===== src/biphase_cfg.svh =====
`ifndef BIPHASE_CFG_SVH
`define BIPHASE_CFG_SVH

// transceiver clock ticks inside one bit (clock is eight times the bit rate)
`define TICKS_PER_BIT    5'd8
`define SUB_BIT_LAST     5'd7
`define SUB_HALF         5'd4
// code violation spans three half... 1.5 bits low then 1.5 bits high
`define SUB_CV_LAST      5'd23
`define SUB_CV_HIGH      5'd12
`define QUIESCE_LAST     8'd4
`define DATA_BITS_LAST   8'd8
`define MIN_FILL_BITS    8'd3
`define END_BITS_LAST    8'd2
// oscillator scaling for the transceiver clock
`define OSC_DIV_LAST     4'd5
// receiver run length that marks half of a code violation
`define RX_CV_MIN_RUN    5'd10
`define RX_RUN_MAX       5'd31
`define RX_SAMPLE_FIRST  3'd2
`define RX_SAMPLE_SECOND 3'd6
`define RX_RESYNC_LO     3'd3
`define RX_RESYNC_HI     3'd5
`define RX_RESYNC_SUB    3'd5
`define FIFO_DEPTH       16
`define TX_ENTRY_WIDTH   9

`endif


===== src/biphase_pkg.sv =====
package biphase_pkg;

    typedef enum logic [1:0] {
        MODE_COAX   = 2'h0,
        MODE_TWINAX = 2'h1,
        MODE_GEN8   = 2'h2
    } line_mode_t;

    typedef enum logic [5:0] {
        TX_IDLE    = 6'h01,
        TX_QUIESCE = 6'h02,
        TX_CV      = 6'h04,
        TX_FRAME   = 6'h08,
        TX_FILL    = 6'h10,
        TX_END     = 6'h20
    } tx_state_t;

    typedef enum logic [4:0] {
        RX_HUNT    = 5'h01,
        RX_CV_HIGH = 5'h02,
        RX_GAP     = 5'h04,
        RX_BITS    = 5'h08,
        RX_SPARE   = 5'h10
    } rx_state_t;

endpackage


===== src/tx_fifo.sv =====
`timescale 1ns/10ps
`default_nettype none

module tx_fifo #(
    parameter int WIDTH = 9,
    parameter int DEPTH = 16
) (
    input  wire logic             core_clk,
    input  wire logic             rst,
    input  wire logic             in_valid,
    output logic                  in_ready,
    input  wire logic [WIDTH-1:0] in_data,
    output logic                  out_valid,
    input  wire logic             out_ready,
    output logic      [WIDTH-1:0] out_data
);
    localparam int AW = $clog2(DEPTH);

    logic [WIDTH-1:0] mem [DEPTH];
    logic [AW-1:0]    wr_ptr_reg;
    logic [AW-1:0]    rd_ptr_reg;
    logic [AW:0]      count_reg;
    logic             push;
    logic             pop;

    assign in_ready  = (count_reg != (AW+1)'(DEPTH));
    assign out_valid = (count_reg != '0);
    assign push      = in_valid && in_ready;
    assign pop       = out_valid && out_ready;

    always_ff @(posedge core_clk) begin
        if (push) begin
            mem[wr_ptr_reg] <= in_data;
        end
    end

    // head is read through a register; consumers look at it well after push
    always_ff @(posedge core_clk) begin
        out_data <= mem[rd_ptr_reg];
    end

    always_ff @(posedge core_clk or posedge rst) begin
        if (rst) begin
            wr_ptr_reg <= '0;
            rd_ptr_reg <= '0;
            count_reg  <= '0;
        end else begin
            if (push) begin
                wr_ptr_reg <= wr_ptr_reg + 1'b1;
            end
            if (pop) begin
                rd_ptr_reg <= rd_ptr_reg + 1'b1;
            end
            count_reg <= count_reg + (AW+1)'(push) - (AW+1)'(pop);
        end
    end
endmodule

`default_nettype wire


===== src/biphase_line_framing.sv =====
`timescale 1ns/10ps
`default_nettype none
`include "biphase_cfg.svh"

module biphase_line_framing (
    input  wire logic                      core_clk,
    input  wire logic                      rst,
    input  wire biphase_pkg::line_mode_t   line_mode,
    input  wire logic                      promiscuous,
    input  wire logic [7:0]                station_address,
    input  wire logic [7:0]                fill_bits,
    input  wire logic                      clock_select_external,
    input  wire logic                      external_line_clock,
    input  wire logic                      tx_valid,
    output logic                           tx_ready,
    input  wire logic [7:0]                tx_data,
    input  wire logic                      tx_last,
    output logic                           tx_line,
    output logic                           tx_line_oe,
    output logic                           tx_busy,
    input  wire logic                      rx_line,
    output logic [7:0]                     rx_data,
    output logic                           rx_address_frame,
    output logic                           data_available,
    output logic                           rx_message_end,
    output logic                           rx_error
);
    ////////////////////////////////////////////////////////////////////////
    function automatic logic biphase_level(input logic bit_value,
                                           input logic second_half,
                                           input logic reversed);
        biphase_level = (second_half ? bit_value : ~bit_value) ^ reversed;
    endfunction

    ////////////////////////////////////////////////////////////////////////
    // transceiver clock enable
    logic [3:0] osc_div_reg;
    logic       ext_prev_reg;
    logic       osc_tick;
    logic       transceiver_clock_en;
    logic       twinax;

    assign twinax   = (line_mode == biphase_pkg::MODE_TWINAX);
    assign osc_tick = (osc_div_reg == `OSC_DIV_LAST);
    assign transceiver_clock_en  = clock_select_external
                      ? (external_line_clock && !ext_prev_reg)
                      : osc_tick;

    always_ff @(posedge core_clk or posedge rst) begin
        if (rst) begin
            osc_div_reg <= 4'h0;
        end else if (osc_tick) begin
            osc_div_reg <= 4'h0;
        end else begin
            osc_div_reg <= osc_div_reg + 4'h1;
        end
    end

    always_ff @(posedge core_clk or posedge rst) begin
        if (rst) begin
            ext_prev_reg <= 1'b0;
        end else begin
            ext_prev_reg <= external_line_clock;
        end
    end

    ////////////////////////////////////////////////////////////////////////
    // transmit path
    biphase_pkg::tx_state_t tx_state_reg;
    logic [4:0]  tx_sub_reg;
    logic [7:0]  tx_bit_reg;
    logic [8:0]  tx_shift_reg;
    logic        tx_last_reg;
    logic        fifo_valid;
    logic        fifo_pop;
    logic [`TX_ENTRY_WIDTH-1:0] fifo_data;
    logic [4:0]  tx_sub_last;
    logic        bit_done;
    logic        need_frame;
    logic [7:0]  fill_last;
    logic        tx_level;
    logic        second_half;

    // back-pressure from the fifo reaches the byte source
    tx_fifo #(
        .WIDTH (`TX_ENTRY_WIDTH),
        .DEPTH (`FIFO_DEPTH)
    ) u_tx_fifo (
        .core_clk  (core_clk),
        .rst       (rst),
        .in_valid  (tx_valid),
        .in_ready  (tx_ready),
        .in_data   ({tx_last, tx_data}),
        .out_valid (fifo_valid),
        .out_ready (fifo_pop),
        .out_data  (fifo_data)
    );

    assign tx_sub_last = (tx_state_reg == biphase_pkg::TX_CV)
                         ? `SUB_CV_LAST : `SUB_BIT_LAST;
    assign bit_done    = transceiver_clock_en && (tx_state_reg != biphase_pkg::TX_IDLE)
                         && (tx_sub_reg == tx_sub_last);
    assign fill_last   = ((fill_bits > `MIN_FILL_BITS) ? fill_bits
                          : `MIN_FILL_BITS) - 8'h1;
    assign need_frame  = bit_done && (
        (tx_state_reg == biphase_pkg::TX_CV) ||
        (tx_state_reg == biphase_pkg::TX_FILL && tx_bit_reg == fill_last) ||
        (tx_state_reg == biphase_pkg::TX_FRAME &&
         tx_bit_reg == `DATA_BITS_LAST && !tx_last_reg && !twinax));
    assign fifo_pop    = need_frame && fifo_valid;
    assign second_half = (tx_sub_reg >= `SUB_HALF);

    always_comb begin
        unique case (tx_state_reg)
            biphase_pkg::TX_IDLE:    tx_level = 1'b0;
            biphase_pkg::TX_QUIESCE: tx_level = biphase_level(1'b1,
                                         second_half, twinax);
            biphase_pkg::TX_CV:      tx_level = (tx_sub_reg >= `SUB_CV_HIGH)
                                         ^ twinax;
            biphase_pkg::TX_FRAME:   tx_level = biphase_level(
                                         tx_shift_reg[0], second_half,
                                         twinax);
            biphase_pkg::TX_FILL:    tx_level = biphase_level(1'b0,
                                         second_half, twinax);
            biphase_pkg::TX_END: begin
                // twinax ends on plain fill bits, never a mini violation
                if (twinax || tx_bit_reg == 8'h0) begin
                    tx_level = biphase_level(1'b0, second_half, twinax);
                end else begin
                    tx_level = 1'b1;
                end
            end
            default:                 tx_level = 1'b0;
        endcase
    end

    always_ff @(posedge core_clk or posedge rst) begin
        if (rst) begin
            tx_state_reg <= biphase_pkg::TX_IDLE;
            tx_sub_reg   <= 5'h0;
            tx_bit_reg   <= 8'h0;
            tx_shift_reg <= 9'h0;
            tx_last_reg  <= 1'b0;
        end else if (transceiver_clock_en) begin
            if (tx_state_reg == biphase_pkg::TX_IDLE) begin
                if (fifo_valid) begin
                    tx_state_reg <= biphase_pkg::TX_QUIESCE;
                    tx_sub_reg   <= 5'h0;
                    tx_bit_reg   <= 8'h0;
                end
            end else if (!bit_done) begin
                tx_sub_reg <= tx_sub_reg + 5'h1;
            end else begin
                tx_sub_reg <= 5'h0;
                tx_bit_reg <= tx_bit_reg + 8'h1;
                if (need_frame) begin
                    tx_bit_reg <= 8'h0;
                    if (fifo_valid) begin
                        tx_state_reg <= biphase_pkg::TX_FRAME;
                        tx_shift_reg <= {fifo_data[7:0], 1'b1};
                        tx_last_reg  <= fifo_data[8];
                    end else begin
                        // source ran dry: close the message cleanly
                        tx_state_reg <= biphase_pkg::TX_END;
                    end
                end else begin
                    unique case (tx_state_reg)
                        biphase_pkg::TX_QUIESCE: begin
                            if (tx_bit_reg == `QUIESCE_LAST) begin
                                tx_state_reg <= biphase_pkg::TX_CV;
                                tx_bit_reg   <= 8'h0;
                            end
                        end
                        biphase_pkg::TX_FRAME: begin
                            tx_shift_reg <= {1'b0, tx_shift_reg[8:1]};
                            if (tx_bit_reg == `DATA_BITS_LAST) begin
                                tx_bit_reg   <= 8'h0;
                                tx_state_reg <= tx_last_reg
                                    ? biphase_pkg::TX_END
                                    : biphase_pkg::TX_FILL;
                            end
                        end
                        biphase_pkg::TX_END: begin
                            if (tx_bit_reg == `END_BITS_LAST) begin
                                tx_state_reg <= biphase_pkg::TX_IDLE;
                            end
                        end
                        default: begin
                        end
                    endcase
                end
            end
        end
    end

    always_ff @(posedge core_clk or posedge rst) begin
        if (rst) begin
            tx_line    <= 1'b0;
            tx_line_oe <= 1'b0;
        end else if (transceiver_clock_en) begin
            tx_line    <= tx_level;
            tx_line_oe <= (tx_state_reg != biphase_pkg::TX_IDLE);
        end
    end

    assign tx_busy = (tx_state_reg != biphase_pkg::TX_IDLE) || tx_line_oe;

    ////////////////////////////////////////////////////////////////////////
    // receive path
    biphase_pkg::rx_state_t rx_state_reg;
    logic       rx_prev_reg;
    logic [4:0] rx_run_reg;
    logic [2:0] rx_sub_reg;
    logic       rx_first_half_reg;
    logic [7:0] rx_bit_reg;
    logic [7:0] rx_shift_reg;
    logic       rx_addr_pending_reg;
    logic       rx_accept_reg;
    logic       rx_norm;
    logic       rx_edge;
    logic       rx_eval;
    logic       rx_violation;
    logic       accept_all;
    logic [7:0] rx_byte;

    assign rx_norm      = rx_line ^ twinax;
    assign rx_edge      = (rx_norm != rx_prev_reg);
    assign rx_eval      = transceiver_clock_en && (rx_sub_reg == `RX_SAMPLE_SECOND);
    assign rx_violation = (rx_first_half_reg == rx_norm);
    assign rx_byte      = {rx_norm, rx_shift_reg[7:1]};
    // coax has no address frame filtering
    assign accept_all   = promiscuous
                          || (line_mode == biphase_pkg::MODE_COAX);

    always_ff @(posedge core_clk or posedge rst) begin
        if (rst) begin
            rx_prev_reg <= 1'b0;
            rx_run_reg  <= 5'h0;
        end else if (transceiver_clock_en) begin
            rx_prev_reg <= rx_norm;
            if (rx_edge) begin
                rx_run_reg <= 5'h1;
            end else if (rx_run_reg != `RX_RUN_MAX) begin
                rx_run_reg <= rx_run_reg + 5'h1;
            end
        end
    end

    always_ff @(posedge core_clk or posedge rst) begin
        if (rst) begin
            rx_sub_reg        <= 3'h0;
            rx_first_half_reg <= 1'b0;
        end else if (transceiver_clock_en) begin
            if (rx_state_reg == biphase_pkg::RX_CV_HIGH && rx_edge) begin
                rx_sub_reg <= 3'h1;
            end else if (rx_edge && rx_sub_reg >= `RX_RESYNC_LO
                         && rx_sub_reg <= `RX_RESYNC_HI) begin
                // track the sender on every mid-bit edge
                rx_sub_reg <= `RX_RESYNC_SUB;
            end else begin
                rx_sub_reg <= rx_sub_reg + 3'h1;
            end
            if (rx_sub_reg == `RX_SAMPLE_FIRST) begin
                rx_first_half_reg <= rx_norm;
            end
        end
    end

    always_ff @(posedge core_clk or posedge rst) begin
        if (rst) begin
            rx_state_reg <= biphase_pkg::RX_HUNT;
            rx_bit_reg   <= 8'h0;
            rx_shift_reg <= 8'h0;
        end else if (transceiver_clock_en) begin
            unique case (rx_state_reg)
                biphase_pkg::RX_HUNT: begin
                    // low half of the code violation, then its high half
                    if (rx_edge && rx_norm
                        && rx_run_reg >= `RX_CV_MIN_RUN) begin
                        rx_state_reg <= biphase_pkg::RX_CV_HIGH;
                    end
                end
                biphase_pkg::RX_CV_HIGH: begin
                    if (rx_edge) begin
                        rx_state_reg <= (rx_run_reg >= `RX_CV_MIN_RUN)
                            ? biphase_pkg::RX_GAP
                            : biphase_pkg::RX_HUNT;
                    end
                end
                biphase_pkg::RX_GAP: begin
                    if (rx_sub_reg == `RX_SAMPLE_SECOND) begin
                        if (rx_violation) begin
                            rx_state_reg <= biphase_pkg::RX_HUNT;
                        end else if (rx_norm) begin
                            rx_state_reg <= biphase_pkg::RX_BITS;
                            rx_bit_reg   <= 8'h0;
                        end else if (!twinax) begin
                            rx_state_reg <= biphase_pkg::RX_HUNT;
                        end
                    end
                end
                biphase_pkg::RX_BITS: begin
                    if (rx_sub_reg == `RX_SAMPLE_SECOND) begin
                        rx_shift_reg <= rx_byte;
                        rx_bit_reg   <= rx_bit_reg + 8'h1;
                        if (rx_violation) begin
                            rx_state_reg <= biphase_pkg::RX_HUNT;
                        end else if (rx_bit_reg == `DATA_BITS_LAST - 8'h1)
                        begin
                            rx_state_reg <= biphase_pkg::RX_GAP;
                        end
                    end
                end
                default: begin
                    rx_state_reg <= biphase_pkg::RX_HUNT;
                end
            endcase
        end
    end

    ////////////////////////////////////////////////////////////////////////
    // received bytes, address filter and status pulses
    always_ff @(posedge core_clk or posedge rst) begin
        if (rst) begin
            rx_data             <= 8'h0;
            rx_address_frame    <= 1'b0;
            data_available      <= 1'b0;
            rx_message_end      <= 1'b0;
            rx_error            <= 1'b0;
            rx_addr_pending_reg <= 1'b0;
            rx_accept_reg       <= 1'b0;
        end else begin
            data_available <= 1'b0;
            rx_message_end <= 1'b0;
            rx_error       <= 1'b0;
            if (transceiver_clock_en && rx_state_reg == biphase_pkg::RX_CV_HIGH) begin
                rx_addr_pending_reg <= 1'b1;
            end
            if (rx_eval && rx_state_reg == biphase_pkg::RX_BITS) begin
                if (rx_violation) begin
                    rx_error <= 1'b1;
                end else if (rx_bit_reg == `DATA_BITS_LAST - 8'h1) begin
                    rx_data             <= rx_byte;
                    rx_address_frame    <= rx_addr_pending_reg;
                    rx_addr_pending_reg <= 1'b0;
                    if (rx_addr_pending_reg) begin
                        rx_accept_reg  <= accept_all
                            || (rx_byte == station_address);
                        data_available <= accept_all
                            || (rx_byte == station_address);
                    end else begin
                        data_available <= rx_accept_reg;
                    end
                end
            end
            if (rx_eval && rx_state_reg == biphase_pkg::RX_GAP
                && (rx_violation || (!rx_norm && !twinax))) begin
                rx_message_end <= 1'b1;
            end
        end
    end

endmodule

`default_nettype wire


===== config.mk =====
export PLATFORM = sky130hd
export DESIGN_NAME = biphase_line_framing
export DESIGN_NICKNAME = d
export VERILOG_FILES = /design/src/biphase_pkg.sv /design/src/tx_fifo.sv /design/src/biphase_line_framing.sv
export VERILOG_INCLUDE_DIRS = /design/src
export SDC_FILE = /design/constraint.sdc
export NUM_CORES = 1
export LEC_CHECK = 0
export ABC_AREA = 1
export BUFFER_PORTS_ARGS = -buffer_cell sky130_fd_sc_hd__buf_2
export CAP_MARGIN = 5
export CORE_MARGIN = 3
export CORE_UTILIZATION = 50
export DETAILED_ROUTE_END_ITERATION = 8
export PLACE_DENSITY_LB_ADDON = 0.1
export SYNTH_ARGS = -nofsm -noshare
export SYNTH_HDL_FRONTEND = slang
export SYNTH_SLANG_ARGS = --single-unit

===== constraint.sdc =====
create_clock -name core_clk -period 3.38 [get_ports core_clk]
set_clock_uncertainty 0.05 [all_clocks]
set_input_delay 0.676 -clock core_clk [delete_from_list [all_inputs] [get_ports core_clk]]
set_output_delay 0.676 -clock core_clk [all_outputs]
set_load 0.01 [all_outputs]

# Yosys cells after proc, flatten, opt, wreduce, memory -nomap -nowiden
# Memories as Yosys holds them, arrays and structs flattened. A register that Yosys moved wholly into a read port is not among the register bits.
# Index checks and enable logic that the tools add are counted.
# op_classes
addsub	11
bitwise_logic	8
order_cmp	6
mux	65
reduce_logical	52
n_eq_ne	39
# ops
op	n
two-way mux 8 bit	11
two-way mux 5 bit	15
two-way mux 6 bit	9
case mux 8 bit (2 select lines)	2
two-way mux 9 bit	3
logical AND 1 bit	22
case mux 5 bit (4 select lines)	1
two-way mux 1 bit	18
case mux 6 bit (3 select lines)	1
adder 8 x 1 -> 8 bit (second input constant)	2
== test 8 x 3 -> 1 bit (second input constant)	2
== test 8 bit	2
!= test 2 bit (second input constant)	8
AND reduction 7 bit	2
adder 4 x 1 -> 4 bit (second input constant)	3
!= test 4 bit (second input constant)	3
adder 5 x 1 -> 5 bit (second input constant)	2
>= comparator 5 x 4 -> 1 bit (second input constant)	2
!= test 5 bit (second input constant)	2
AND reduction 5 bit	2
nonzero test 5 bit	2
two-way mux 3 bit	3
AND reduction 3 bit	3
== test 8 x 2 -> 1 bit (second input constant)	1
other kinds (40)	60
# totals
output_inout_bits	16
ram_bits	144
input_bits	34
elab_cells	208
memories	1
ff_bits	94
# mem_list
name	depth	word_bits	read_ports	rd_clocked_by_memory_dff	wr	line_no	rtl
u_tx_fifo.mem	16	9	1	1	1	tx_fifo.sv:19	logic [WIDTH-1:0] mem [DEPTH];

# Depth between registers and ports, before layout
# Gate-level depths: netlist (run 1).
# depth
depth_word	11
ltp_mapped	25
mapped_depth_nobuf	25

# Modules after synthesis
# Synthesis (run 1) repeated with hierarchy kept, for this count alone.
# hier_totals
hier_cells	1267
area_unflattened_um2	11710.0
# modules_own_cells
mod	cells_each	area_each_um2	instances
tx_fifo	675	7055.5	1
biphase_line_framing	592	4654.5	1

# Worst setup path after synthesis (run 1)
# Ideal clock, no wire load.
# synth_timing
path_kind	input-to-reg
start	in fill_bits[2]
end	reg u_tx_fifo.count_reg[4]
stages	24
t_arrival_ns	3.392
setup_time_ns	0.128
setup_slack_ns	-0.189
cell_sequence	nor2_2 nand3_1 nand2_1 inv_1 ha_1 nand2_1 nand2_1 nand2_1 nand2_1 nor2_1 nand2_1 nor2_1 nand4_1 nand2_2 nand3_4 inv_2 ha_1 inv_1 ha_1 inv_1 fa_1 o21ai_0 a21oi_1 xor2_1
# synth_between
elab_chain_len	11
# synth_rtl
element	line_no	rtl
from (decl)	biphase_line_framing.sv:11	input wire logic [7:0] fill_bits,
> comparator 8 x 2 -> 1 bit (no line)	n/a	
two-way mux 8 bit (no line) *	n/a	
subtractor 8 x 1 -> 8 bit *	biphase_line_framing.sv:103	assign fill_last = ((fill_bits > `MIN_FILL_BITS) ? fill_bits
== test 8 bit *	biphase_line_framing.sv:107	(tx_state_reg == biphase_pkg::TX_FILL && tx_bit_reg == fill_last) ||
logical AND 1 bit *	biphase_line_framing.sv:107	
logical OR 1 bit * (2 in a row)	biphase_line_framing.sv:106	(tx_state_reg == biphase_pkg::TX_CV) ||
logical AND 1 bit *	biphase_line_framing.sv:105	assign need_frame = bit_done && (
logical AND 1 bit *	biphase_line_framing.sv:110	assign fifo_pop = need_frame && fifo_valid;
logical AND 1 bit *	tx_fifo.sv:29	assign pop = out_valid && out_ready;
named net u_tx_fifo.pop	tx_fifo.sv:24	logic pop;
subtractor 5 x 1 -> 5 bit *	tx_fifo.sv:54	count_reg <= count_reg + (AW+1)'(push) - (AW+1)'(pop);
to (signal assigned)	tx_fifo.sv:54	
to (decl)	tx_fifo.sv:22	logic [AW:0] count_reg;
# Mark *: on every way through the listed nets, which the timed path passes. The rest lies on a longest branch.
# A chain may end at the register's enable or synchronous reset.

# Worst setup path in the final report (run 1)
# layout_timing
start	in fill_bits[7]
end	reg u_tx_fifo.count_reg[4]
# Same word-level chain as after synthesis.

==> impl_metrics.toml, run 1 <==
[clocking]
clk_latency_ns = 0.54
cts_setup_buffers = 0
ctsLongestPathBuffers = 3
cts.root.buffer_cell = "sky130_fd_sc_hd__clkbuf_16"
cts_tree = "done"
cts_max_level = 1
clkSlewWorstSetupHoldPaths_ns = 0.06
cts-buffers-inserted = 26
cts.sink_count = 245
postCtsHoldBufs = 0
postCtsResizedCells = 0

[setup_path]
arrival_ns = 3.38
worstSetupPathType = "input pin to register"
worst_reg_to_reg_cells = 15
cp-start-kind = "input pin"
cp_slowest_stage_delay_ns = 0.33
critical-path-slowest-cell = "sky130_fd_sc_hd__fa_2"
critical_path_required_ns = 3.73
critical_path_startpoint = "fill_bits[7]"
critical_path.max_fanout = 6
regToRegSetupSlack_ns = 0.49
regToRegEndpoint = "u_tx_fifo.count_reg[4]"
timing.critical_path.mode_cell = "sky130_fd_sc_hd__nand2_1"
cp_capture_type = "register"
reg2reg_from = "tx_state_reg[5]"

[finish]
area_occupied_by_multi_input_gates_um2 = 3781
antenna_cells = 0
drive_above_1_share_pct = 14.83
final_core_utilization_pct = 58.50
final-seq-area_um2 = 6810
stdcell_count = 1480
filler_cell_count = 1907
flow.area_growth_from_synthesis_pct = 14.48
largest_register_ffs = 144
final_net_count = 1244

[power]
pwr-share-comb_pct = 16.2
net-switching-power_mw = 2.135
power.leakage_nw = 5.492
power_mw = 7.671
clock_group_share_of_total_power_pct = 34.7
irDropWorstVdd_v = 0.0003834
netSwitchingFraction_pct = 27.83
power.sequential.fraction_pct = 49.1
power.density_nw_per_um2 = 599.0
internal-power_mw = 5.536

[synth]
yosys_warnings = 0
ys_top_cells_by_count = "226 x sky130_fd_sc_hd__nand2_1, 144 x sky130_fd_sc_hd__edfxtp_1, 116 x sky130_fd_sc_hd__inv_1, 99 x sky130_fd_sc_hd__nor2_1, 94 x sky130_fd_sc_hd__o21ai_0"
post_synth_main_area_contributors = "sky130_fd_sc_hd__edfxtp_1 39%, sky130_fd_sc_hd__dfrtp_1 20%, sky130_fd_sc_hd__nand2_1 7.6%"
number_of_enable_type_register_cells_in_the_synthesized_netlist = 144
syn_area_per_cell_um2 = 10.25
post-synth-top-area-cell = "sky130_fd_sc_hd__edfxtp_1"
postSynthRegisterBits = 245
syn-cell-area_um2 = 11190
synth_sequential_area_ratio_pct = 60.87
synth_ff_type = "sky130_fd_sc_hd__edfxtp_1"
synth_nets = 1154
synth-async-reset-ratio_pct = 37.55
synthMostInstantiatedCell = "sky130_fd_sc_hd__nand2_1"
netlist_instances = 1091
synth_cell_types = 53
synth_top_area_share_pct = 38.65

[route]
route.detailed.drc = 0
first_pass_iteration_count_of_the_detailed_router = 4
route.final.wire_length_mm = 24.16
detailroute.via_count = 7734
dr.first_iter.drc_count = 425
antenna_left = 0
route.detailed.vias_per_inst = 5.226
wire_per_inst_um = 16.33

[grt]
number_of_antenna_violations_at_the_first_check_in_global_routing = 0
globalRouteOverflowTotal = 0
grt.total_usage_pct = 20.11
pin_count_of_the_biggest_net_entering_global_routing = 75
number_of_global_route_vias_before_repair = 7447
grt_first_pass_wirelength_mm = 38.99

[placement]
detailedPlacementHpwl_mm = 16.36
port-buffer-count = 49
post-place-cells = 1433
placement.setup.worst_slack_ns = -0.1995
routabilityCongestion = 0.8172

[floorplan]
die-area_um2 = 24210
top_level_port_count = 50
initial_utilization_pct = 51.10
core_um2 = 21890
standard_cell_row_count = 54
die_x_um = 155.6
die_y_um = 155.6

[status]
status = "finished clean"

[timing]
layout_worst_path_cycle_share_pct = 89.47
worst_slack_ns = 0.3560
finalSetupViolCount = 0
max_freq_mhz = 330.7
slew_headroom_pct = 43.61
slew_violations = 0
rsz0062_at_grt = "false"
finalHoldViolCount = 0
minimum_period_implied_by_the_final_worst_setup_slack_ns = 3.024
worstMarginPinSlew_ns = 0.8427

[min_path]
path_type_of_the_worst_min_delay_path = "input pin to async pin"

[flow_run]
max_cap_violations = 0
-- stage by stage --
step	hold slack (ns)	TNS, ns	instance area (µm²)
after global routing	0.1839	0	12810
final	0.1444	0	12810
after global placement	0.3676	-0.2085	12000
after detailed placement	0.3753	-0.2962	12000
after floorplan	0.3594	0	11210
after CTS	0.1600	0	12810
-- cell usage in the layout, fill, tap and decap left out, drive strengths merged, types with 13 or more instances in the layout --
cell and count:
o21ai 98, clkinv 13, o22ai 22, nand4 24
edfxtp 144, xor2 22, dfrtp 90, nand3 43
buf 91, nor2 105, ha 28, nand2 243
inv 125, a21oi 36, clkbuf 34
-- power by group through the flow --
stage	Combinational (mW)	Clock, mW	Sequential, mW
floorplan	0.920	0	3.76
global placement	1.22	0	3.81
detailed placement	1.25	0	3.82
CTS	1.26	2.72	3.76
global route	1.43	2.84	3.81
finish	1.25	2.66	3.76
-- worst max path at each step --
stage          cells after the start                     end
6_report                          25  u_tx_fifo.count_reg[4]
5_1_grt                           25  u_tx_fifo.count_reg[4]
4_1_cts                           25  u_tx_fifo.count_reg[4]
3_5_place_dp                      25  u_tx_fifo.count_reg[4]
3_3_place_gp                      25  u_tx_fifo.count_reg[4]
2_1_floorplan                     24  u_tx_fifo.count_reg[4]
-- worst max-delay path: cells and delay by family --
| kind | cells | cell delay [ns] |
|---|---|---|
| simple gates | 13 | 1.13 |
| fa+ha+maj | 4 | 0.90 |
| buf+inv | 5 | 0.31 |
| compound gates | 2 | 0.23 |
| xor+xnor | 1 | 0.14 |
-- layer usage --
metal  up-vias  GRT usage (%)  part of all wire, %
li1       3901              -                    -
met4         0          4.168                  2.0
met1      3675          28.45                   46
met5         -              0                    0
met3        32          2.497                  3.1
met2       126          33.90                   49
-- kinds of logic after synthesis --
logic type	Yosys count	share of synthesized area, %
AOI/OAI and AO/OA	190	9.809
xor gates and xnor gates	34	2.662
adders and majority gates	29	3.311
buffers and inverters	157	5.514
DFF	245	60.87
and+or+nand+nor	436	17.84
-- cell type report --
type                       instances  area share, %
multi-input combinational        689          29.52
clock inverter                    13         0.8890
sequential                       245          53.17
timing repair buffer              91          4.474
tap                              280          2.735
clock buffer                      34          5.393
inverter                         128          3.810
Note: power is estimated with default switching activity, not from simulation.
==> inputs of run 2 (changes only) <==
- CTS_BUF_LIST: unset -> sky130_fd_sc_hd__clkbuf_8
==> run 2 against run 1 <==
Against the previous run:
- via count up 1.4%
- utilization is 0.36 points lower
- power is 4.1% lower
- global-route usage grew 0.28 points
- highest routed layer unchanged
- sequential cell count unchanged
- critical path depth unchanged
- cell count rose by 1.6%
- sequential power hardly changed
- combinational power is essentially flat
- hold slack improved by 0.017 ns
- worst setup slack gained 0.012 ns
==> impl_metrics.toml, run 2 (same netlist as run 1, synthesis figures left out) <==
[route]
route.final.wire_length_mm = 24.29
route.detailed.vias_per_inst = 5.215
wire_per_inst_um = 16.15
detailroute.via_count = 7844
dr.first_iter.drc_count = 567
antenna_left = 0
route.detailed.drc = 0
first_pass_iteration_count_of_the_detailed_router = 4

[status]
status = "finished clean"

[grt]
number_of_global_route_vias_before_repair = 7622
globalRouteOverflowTotal = 0
number_of_antenna_violations_at_the_first_check_in_global_routing = 0
grt.total_usage_pct = 20.39
grt_first_pass_wirelength_mm = 39.31
pin_count_of_the_biggest_net_entering_global_routing = 75

[setup_path]
critical_path.max_fanout = 6
critical_path_required_ns = 3.74
reg2reg_from = "tx_state_reg[5]"
regToRegSetupSlack_ns = 0.52
cp-start-kind = "input pin"
worstSetupPathType = "input pin to register"
cp_capture_type = "register"
regToRegEndpoint = "u_tx_fifo.count_reg[4]"
worst_reg_to_reg_cells = 15
arrival_ns = 3.38
critical_path_startpoint = "fill_bits[7]"

[clocking]
cts.sink_count = 245
postCtsHoldBufs = 0
cts-buffers-inserted = 42
cts.root.buffer_cell = "sky130_fd_sc_hd__clkbuf_8"
clk_latency_ns = 0.53
cts_setup_buffers = 0
cts_max_level = 2
ctsLongestPathBuffers = 3
clkSlewWorstSetupHoldPaths_ns = 0.06
cts_tree = "done"
postCtsResizedCells = 0

[placement]
detailedPlacementHpwl_mm = 16.36
placement.setup.worst_slack_ns = -0.1995
routabilityCongestion = 0.8172
port-buffer-count = 49

[power]
irDropWorstVdd_v = 0.0004062
power.leakage_nw = 5.545
power.density_nw_per_um2 = 578.1

[floorplan]
standard_cell_row_count = 54
top_level_port_count = 50
die_y_um = 155.6
core_um2 = 21890
die-area_um2 = 24210
die_x_um = 155.6
initial_utilization_pct = 51.10

[min_path]
path_type_of_the_worst_min_delay_path = "input pin to async pin"

[finish]
largest_register_ffs = 144
final_net_count = 1260
flow.area_growth_from_synthesis_pct = 13.78
final-seq-area_um2 = 6810
mostFrequentLayoutCell = "sky130_fd_sc_hd__nand2_1"
area_occupied_by_multi_input_gates_um2 = 3781
antenna_cells = 0
filler_cell_count = 1931
drive_above_1_share_pct = 15.69
final_cell_mix = "225 x sky130_fd_sc_hd__nand2_1, 144 x sky130_fd_sc_hd__edfxtp_1, 132 x sky130_fd_sc_hd__inv_1"

[timing]
layout_worst_path_cycle_share_pct = 89.12
worst_slack_ns = 0.3679
worstMarginPinSlew_ns = 0.8678
slew_violations = 0
slew_headroom_pct = 41.93
rsz0062_at_grt = "false"
finalSetupViolCount = 0
max_freq_mhz = 332.0
finalHoldViolCount = 0
minimum_period_implied_by_the_final_worst_setup_slack_ns = 3.012
setup_total_negative_slack_ns = 0

[flow_run]
max_cap_violations = 0
==> run 2: cell count changes in the layout (fill, tap and decap cells not counted), sizes merged <==
cell	delta
bufinv	-1
clkbuf	+11
clkinv	-2
clkinvlp	-2
inv	+18
==> run 2: routing by layer <==
| layer | GRT usage [%] | share of wire (%) | vias up |
|---|---|---|---|
| met3 | 3.495 | 4.3 | 45 |
| met5 | 0 | 0 | - |
| met1 | 27.94 | 46 | 3724 |
| met2 | 33.88 | 48 | 152 |
| li1 | - | - | 3923 |
| met4 | 5.794 | 2.1 | 0 |
==> run 2: cell type report <==
type | instances | share of cell area (%)
clock buffers | 45 | 4.866
clock inverters | 26 | 0.8355
inverters | 128 | 3.834
multi-input cells | 689 | 29.71
flip-flops and latches | 245 | 53.50
well taps | 280 | 2.752
repair buffers | 91 | 4.502
==> run 2: power breakdown <==
| part | internal [mW] | switching (mW) | total, mW |
|---|---|---|---|
| registers | 3.55 | 0.215 | 3.76 |
| clock network | 1.22 | 1.13 | 2.35 |
| logic | 0.467 | 0.780 | 1.25 |
| total | 5.23 | 2.12 | 7.36 |
==> run 2: metrics by stage <==
stage,hold WS (ns),power (mW),area (µm²),std cells,util (%)
5_1_grt,0.1839,7.801,12730,1504,58.14
3_5_place_dp,0.3753,5.073,12000,1433,54.83
6_report,0.1619,7.358,12730,1504,58.14
2_1_floorplan,0.3594,4.680,11210,1091,-
4_1_cts,0.1605,7.451,12730,1504,58.14
3_3_place_gp,0.3676,5.032,12000,1433,54.83
==> run 2: worst max-delay path by stage <==
stage / end / slack, ns / depth (start not counted)
detailed placement: u_tx_fifo.count_reg[4] / -0.20 / 25
CTS: u_tx_fifo.count_reg[4] / 0.36 / 25
finish: u_tx_fifo.count_reg[4] / 0.37 / 25
floorplan: u_tx_fifo.count_reg[4] / 0.02 / 24
global route: u_tx_fifo.count_reg[4] / 0.05 / 25
global placement: u_tx_fifo.count_reg[4] / -0.16 / 25
==> run 2: critical path: stages <==
cell and delay, ns:
sky130_fd_sc_hd__buf_2 0.11, sky130_fd_sc_hd__nor2_1 0.14, sky130_fd_sc_hd__nand3_2 0.13, sky130_fd_sc_hd__nand2_2 0.09, sky130_fd_sc_hd__inv_1 0.04, sky130_fd_sc_hd__ha_2 0.21, sky130_fd_sc_hd__nand2_1 0.09, sky130_fd_sc_hd__nand2_1 0.06
sky130_fd_sc_hd__nand2_1 0.05, sky130_fd_sc_hd__nand2_1 0.05, sky130_fd_sc_hd__nor2_1 0.09, sky130_fd_sc_hd__nand2_1 0.05, sky130_fd_sc_hd__nor2_1 0.07, sky130_fd_sc_hd__nand4_1 0.11, sky130_fd_sc_hd__nand2_2 0.12, sky130_fd_sc_hd__nand3_4 0.08
sky130_fd_sc_hd__inv_4 0.06, sky130_fd_sc_hd__ha_1 0.21, sky130_fd_sc_hd__inv_1 0.05, sky130_fd_sc_hd__ha_1 0.15, sky130_fd_sc_hd__inv_1 0.05, sky130_fd_sc_hd__fa_2 0.33, sky130_fd_sc_hd__o21ai_1 0.14, sky130_fd_sc_hd__a21oi_1 0.08
sky130_fd_sc_hd__xor2_1 0.14
==> inputs of run 3 (changes only) <==
- SYNTH_HIERARCHICAL: unset -> 1
- clock period: 3.38 -> 2.9 ns (I/O delays scaled with it)
==> run 3 against run 2 <==
Against the previous run:
- the flow now finishes with violations (negative setup slack)
- routed wire length up 1.7%
- worst setup slack worse by 0.49 ns
- critical path type unchanged
- hold slack worse by 0.13 ns
- design area up 8.3%
- clock-buffer cell count up 6
- largest power group unchanged
==> impl_metrics.toml, run 3 <==
[synth]
syn_area_per_cell_um2 = 9.242
synthMuxAreaShare_pct = 0
synthXorXnorAreaFrac_pct = 2.094
synth-async-reset-ratio_pct = 37.55
number_of_enable_type_register_cells_in_the_synthesized_netlist = 144
synth_cell_types = 51
netlist_instances = 1267
postSynthRegisterBits = 245
compound_gate_fraction_of_synth_area_pct = 5.524
largest_family_of_logic_cells_by_synthesized_area = "simple AND/OR/NAND/NOR gates"
synth_top_area_share_pct = 36.93
post_synth_main_area_contributors = "sky130_fd_sc_hd__edfxtp_1 37%, sky130_fd_sc_hd__dfrtp_1 19%, sky130_fd_sc_hd__nand2_1 12%"
yosys.area_share.simple_pct = 23.28
synth_sequential_area_ratio_pct = 58.15
yosys_warnings = 6
synthMostInstantiatedCell = "sky130_fd_sc_hd__nand2_1"
ys_top_cells_by_count = "374 x sky130_fd_sc_hd__nand2_1, 176 x sky130_fd_sc_hd__inv_1, 144 x sky130_fd_sc_hd__edfxtp_1, 117 x sky130_fd_sc_hd__nor2_1, 91 x sky130_fd_sc_hd__nand3_1"
synth_nets = 1331
post_synth_fa_ha_maj_area_fraction_pct = 3.270
post-synth-top-area-cell = "sky130_fd_sc_hd__edfxtp_1"
syn-cell-area_um2 = 11710
synth_ff_type = "sky130_fd_sc_hd__edfxtp_1"

[grt]
globalRouteOverflowTotal = 0
pin_count_of_the_biggest_net_entering_global_routing = 57
grt_first_pass_wirelength_mm = 41.10
number_of_antenna_violations_at_the_first_check_in_global_routing = 0
number_of_global_route_vias_before_repair = 8221
grt.total_usage_pct = 19.72

[finish]
final_net_count = 1477
final_instance_area_um2 = 13780
mostFrequentLayoutCell = "sky130_fd_sc_hd__nand2_1"
drive_above_1_share_pct = 18.53
antenna_cells = 0
final_core_utilization_pct = 60.33
stdcell_count = 1759
flow.area_growth_from_synthesis_pct = 17.70
filler_cell_count = 2036
final_cell_mix = "368 x sky130_fd_sc_hd__nand2_1, 179 x sky130_fd_sc_hd__inv_1, 144 x sky130_fd_sc_hd__edfxtp_1"
largest_register_ffs = 144

[timing]
worst_slack_ns = -0.1228
max_freq_mhz = 330.8
layout_worst_path_cycle_share_pct = 104.2
minimum_period_implied_by_the_final_worst_setup_slack_ns = 3.023
setup_total_negative_slack_ns = -0.1374
slew_headroom_pct = 54.10
rsz0062_at_grt = "true"
hold_ws_ns = 0.03460
worstMarginPinSlew_ns = 0.6885
slew_violations = 0
finalHoldViolCount = 0
finalSetupViolCount = 2

[clocking]
ctsLongestPathBuffers = 3
clk_latency_ns = 0.55
cts_max_level = 2
cts.root.buffer_cell = "sky130_fd_sc_hd__clkbuf_8"
cts-buffers-inserted = 42
cts.sink_count = 245
clkSlewWorstSetupHoldPaths_ns = 0.06
cts_tree = "done"

[power]
irDropWorstVdd_v = 0.0004390
power.leakage_nw = 6.446
power_mw = 9.048
power.density_nw_per_um2 = 656.5

[floorplan]
standard_cell_row_count = 55
die_x_um = 159.0
die-area_um2 = 25290
core_um2 = 22850
top_level_port_count = 50
die_y_um = 159.0
initial_utilization_pct = 51.25

[route]
detailroute.via_count = 8521
first_pass_iteration_count_of_the_detailed_router = 6
dr.first_iter.drc_count = 601
antenna_left = 0
route.detailed.vias_per_inst = 4.844
route.final.wire_length_mm = 24.71
wire_per_inst_um = 14.05
route.detailed.drc = 0

[setup_path]
cp_capture_type = "register"
cp_slowest_stage_delay_ns = 0.33
cp-start-kind = "input pin"
worst_reg_to_reg_cells = 26
worstSetupPathType = "input pin to register"
critical_path_required_ns = 3.29
critical-path-slowest-cell = "sky130_fd_sc_hd__fa_2"
timing.critical_path.mode_cell = "sky130_fd_sc_hd__nand2_1"
critical_path.max_fanout = 5
arrival_ns = 3.42

[placement]
routabilityCongestion = 0.8571
placement.setup.worst_slack_ns = -0.7518
port-buffer-count = 49
placed_cell_area_um2 = 12810
detailedPlacementHpwl_mm = 16.63
post-place-cells = 1672

[status]
status = "finished with violations"
violations = "negative setup slack"

[min_path]
path_type_of_the_worst_min_delay_path = "input pin to async pin"

[flow_run]
max_cap_violations = 0
-- run 3: cell families (layout without fill, tap and decap cells) --
logic type | count (synthesis) | in the layout
xor+xnor | 28 | 28
buf+inv | 217 | 396
simple gates | 639 | 639
flops | 245 | 245
compound gates | 108 | 108
fa+ha+maj | 30 | 30
-- run 3: worst max-delay path: cells and delay by family --
family | cells | cell delay [ns]
buffers and inverters | 10 | 0.56
xor gates and xnor gates | 1 | 0.13
and+or+nand+nor | 19 | 1.34
adders and majority gates | 4 | 0.81
-- run 3: final timing paths --
kind                                       start                 endpoint  slack (ns)
setup / recovery                    fill_bits[6]   u_tx_fifo/count_reg[4]       -0.12
hold reg to reg            u_tx_fifo/out_data[7]          tx_shift_reg[8]        0.40
max in group asynchronous                    rst                 rx_error        2.00
setup reg to reg                 tx_state_reg[1]   u_tx_fifo/count_reg[4]       -0.03
hold / removal                               rst  u_tx_fifo/wr_ptr_reg[1]        0.03
min in group core_clk        external_line_clock             ext_prev_reg        0.12
-- run 3: power by group --
group | total (mW) | switching (mW) | internal (mW)
sequential | 4.37 | 0.251 | 4.12
combinational | 1.68 | 0.997 | 0.687
clock | 2.99 | 1.38 | 1.61
total | 9.05 | 2.63 | 6.42
-- run 3: timing repair --
item / CTS / global route
buffers inserted: 7 / 3
gates resized for setup: 11 / 8
pin swaps: 17 / 15
hold buffers: 0 / 0
gates cloned: 0 / 0
endpoints found under the setup margin: 3 / 3
-- run 3: metal layers --
metal	routed length (µm)	GRT usage (%)	share of wire, %	vias up
met5	0	0	0	-
met4	397	5.253	1.6	0
met3	1307	3.538	5.3	34
met2	11600	33.08	47	190
met1	11400	26.71	46	3918
li1	-	-	-	4379
-- run 3: area by class of cell --
| cell class | instances | area [µm²] | area share (%) |
|---|---|---|---|
| Clock buffer | 51 | 701.9 | 5.093 |
| Clock inverter | 26 | 131.4 | 0.9532 |
| Inverter | 187 | 710.7 | 5.156 |
| Multi-Input combinational cell | 805 | 4094 | 29.70 |
| Sequential cell | 245 | 6810 | 49.41 |
| Tap cell | 313 | 391.6 | 2.841 |
| Timing Repair Buffer | 132 | 943.4 | 6.845 |
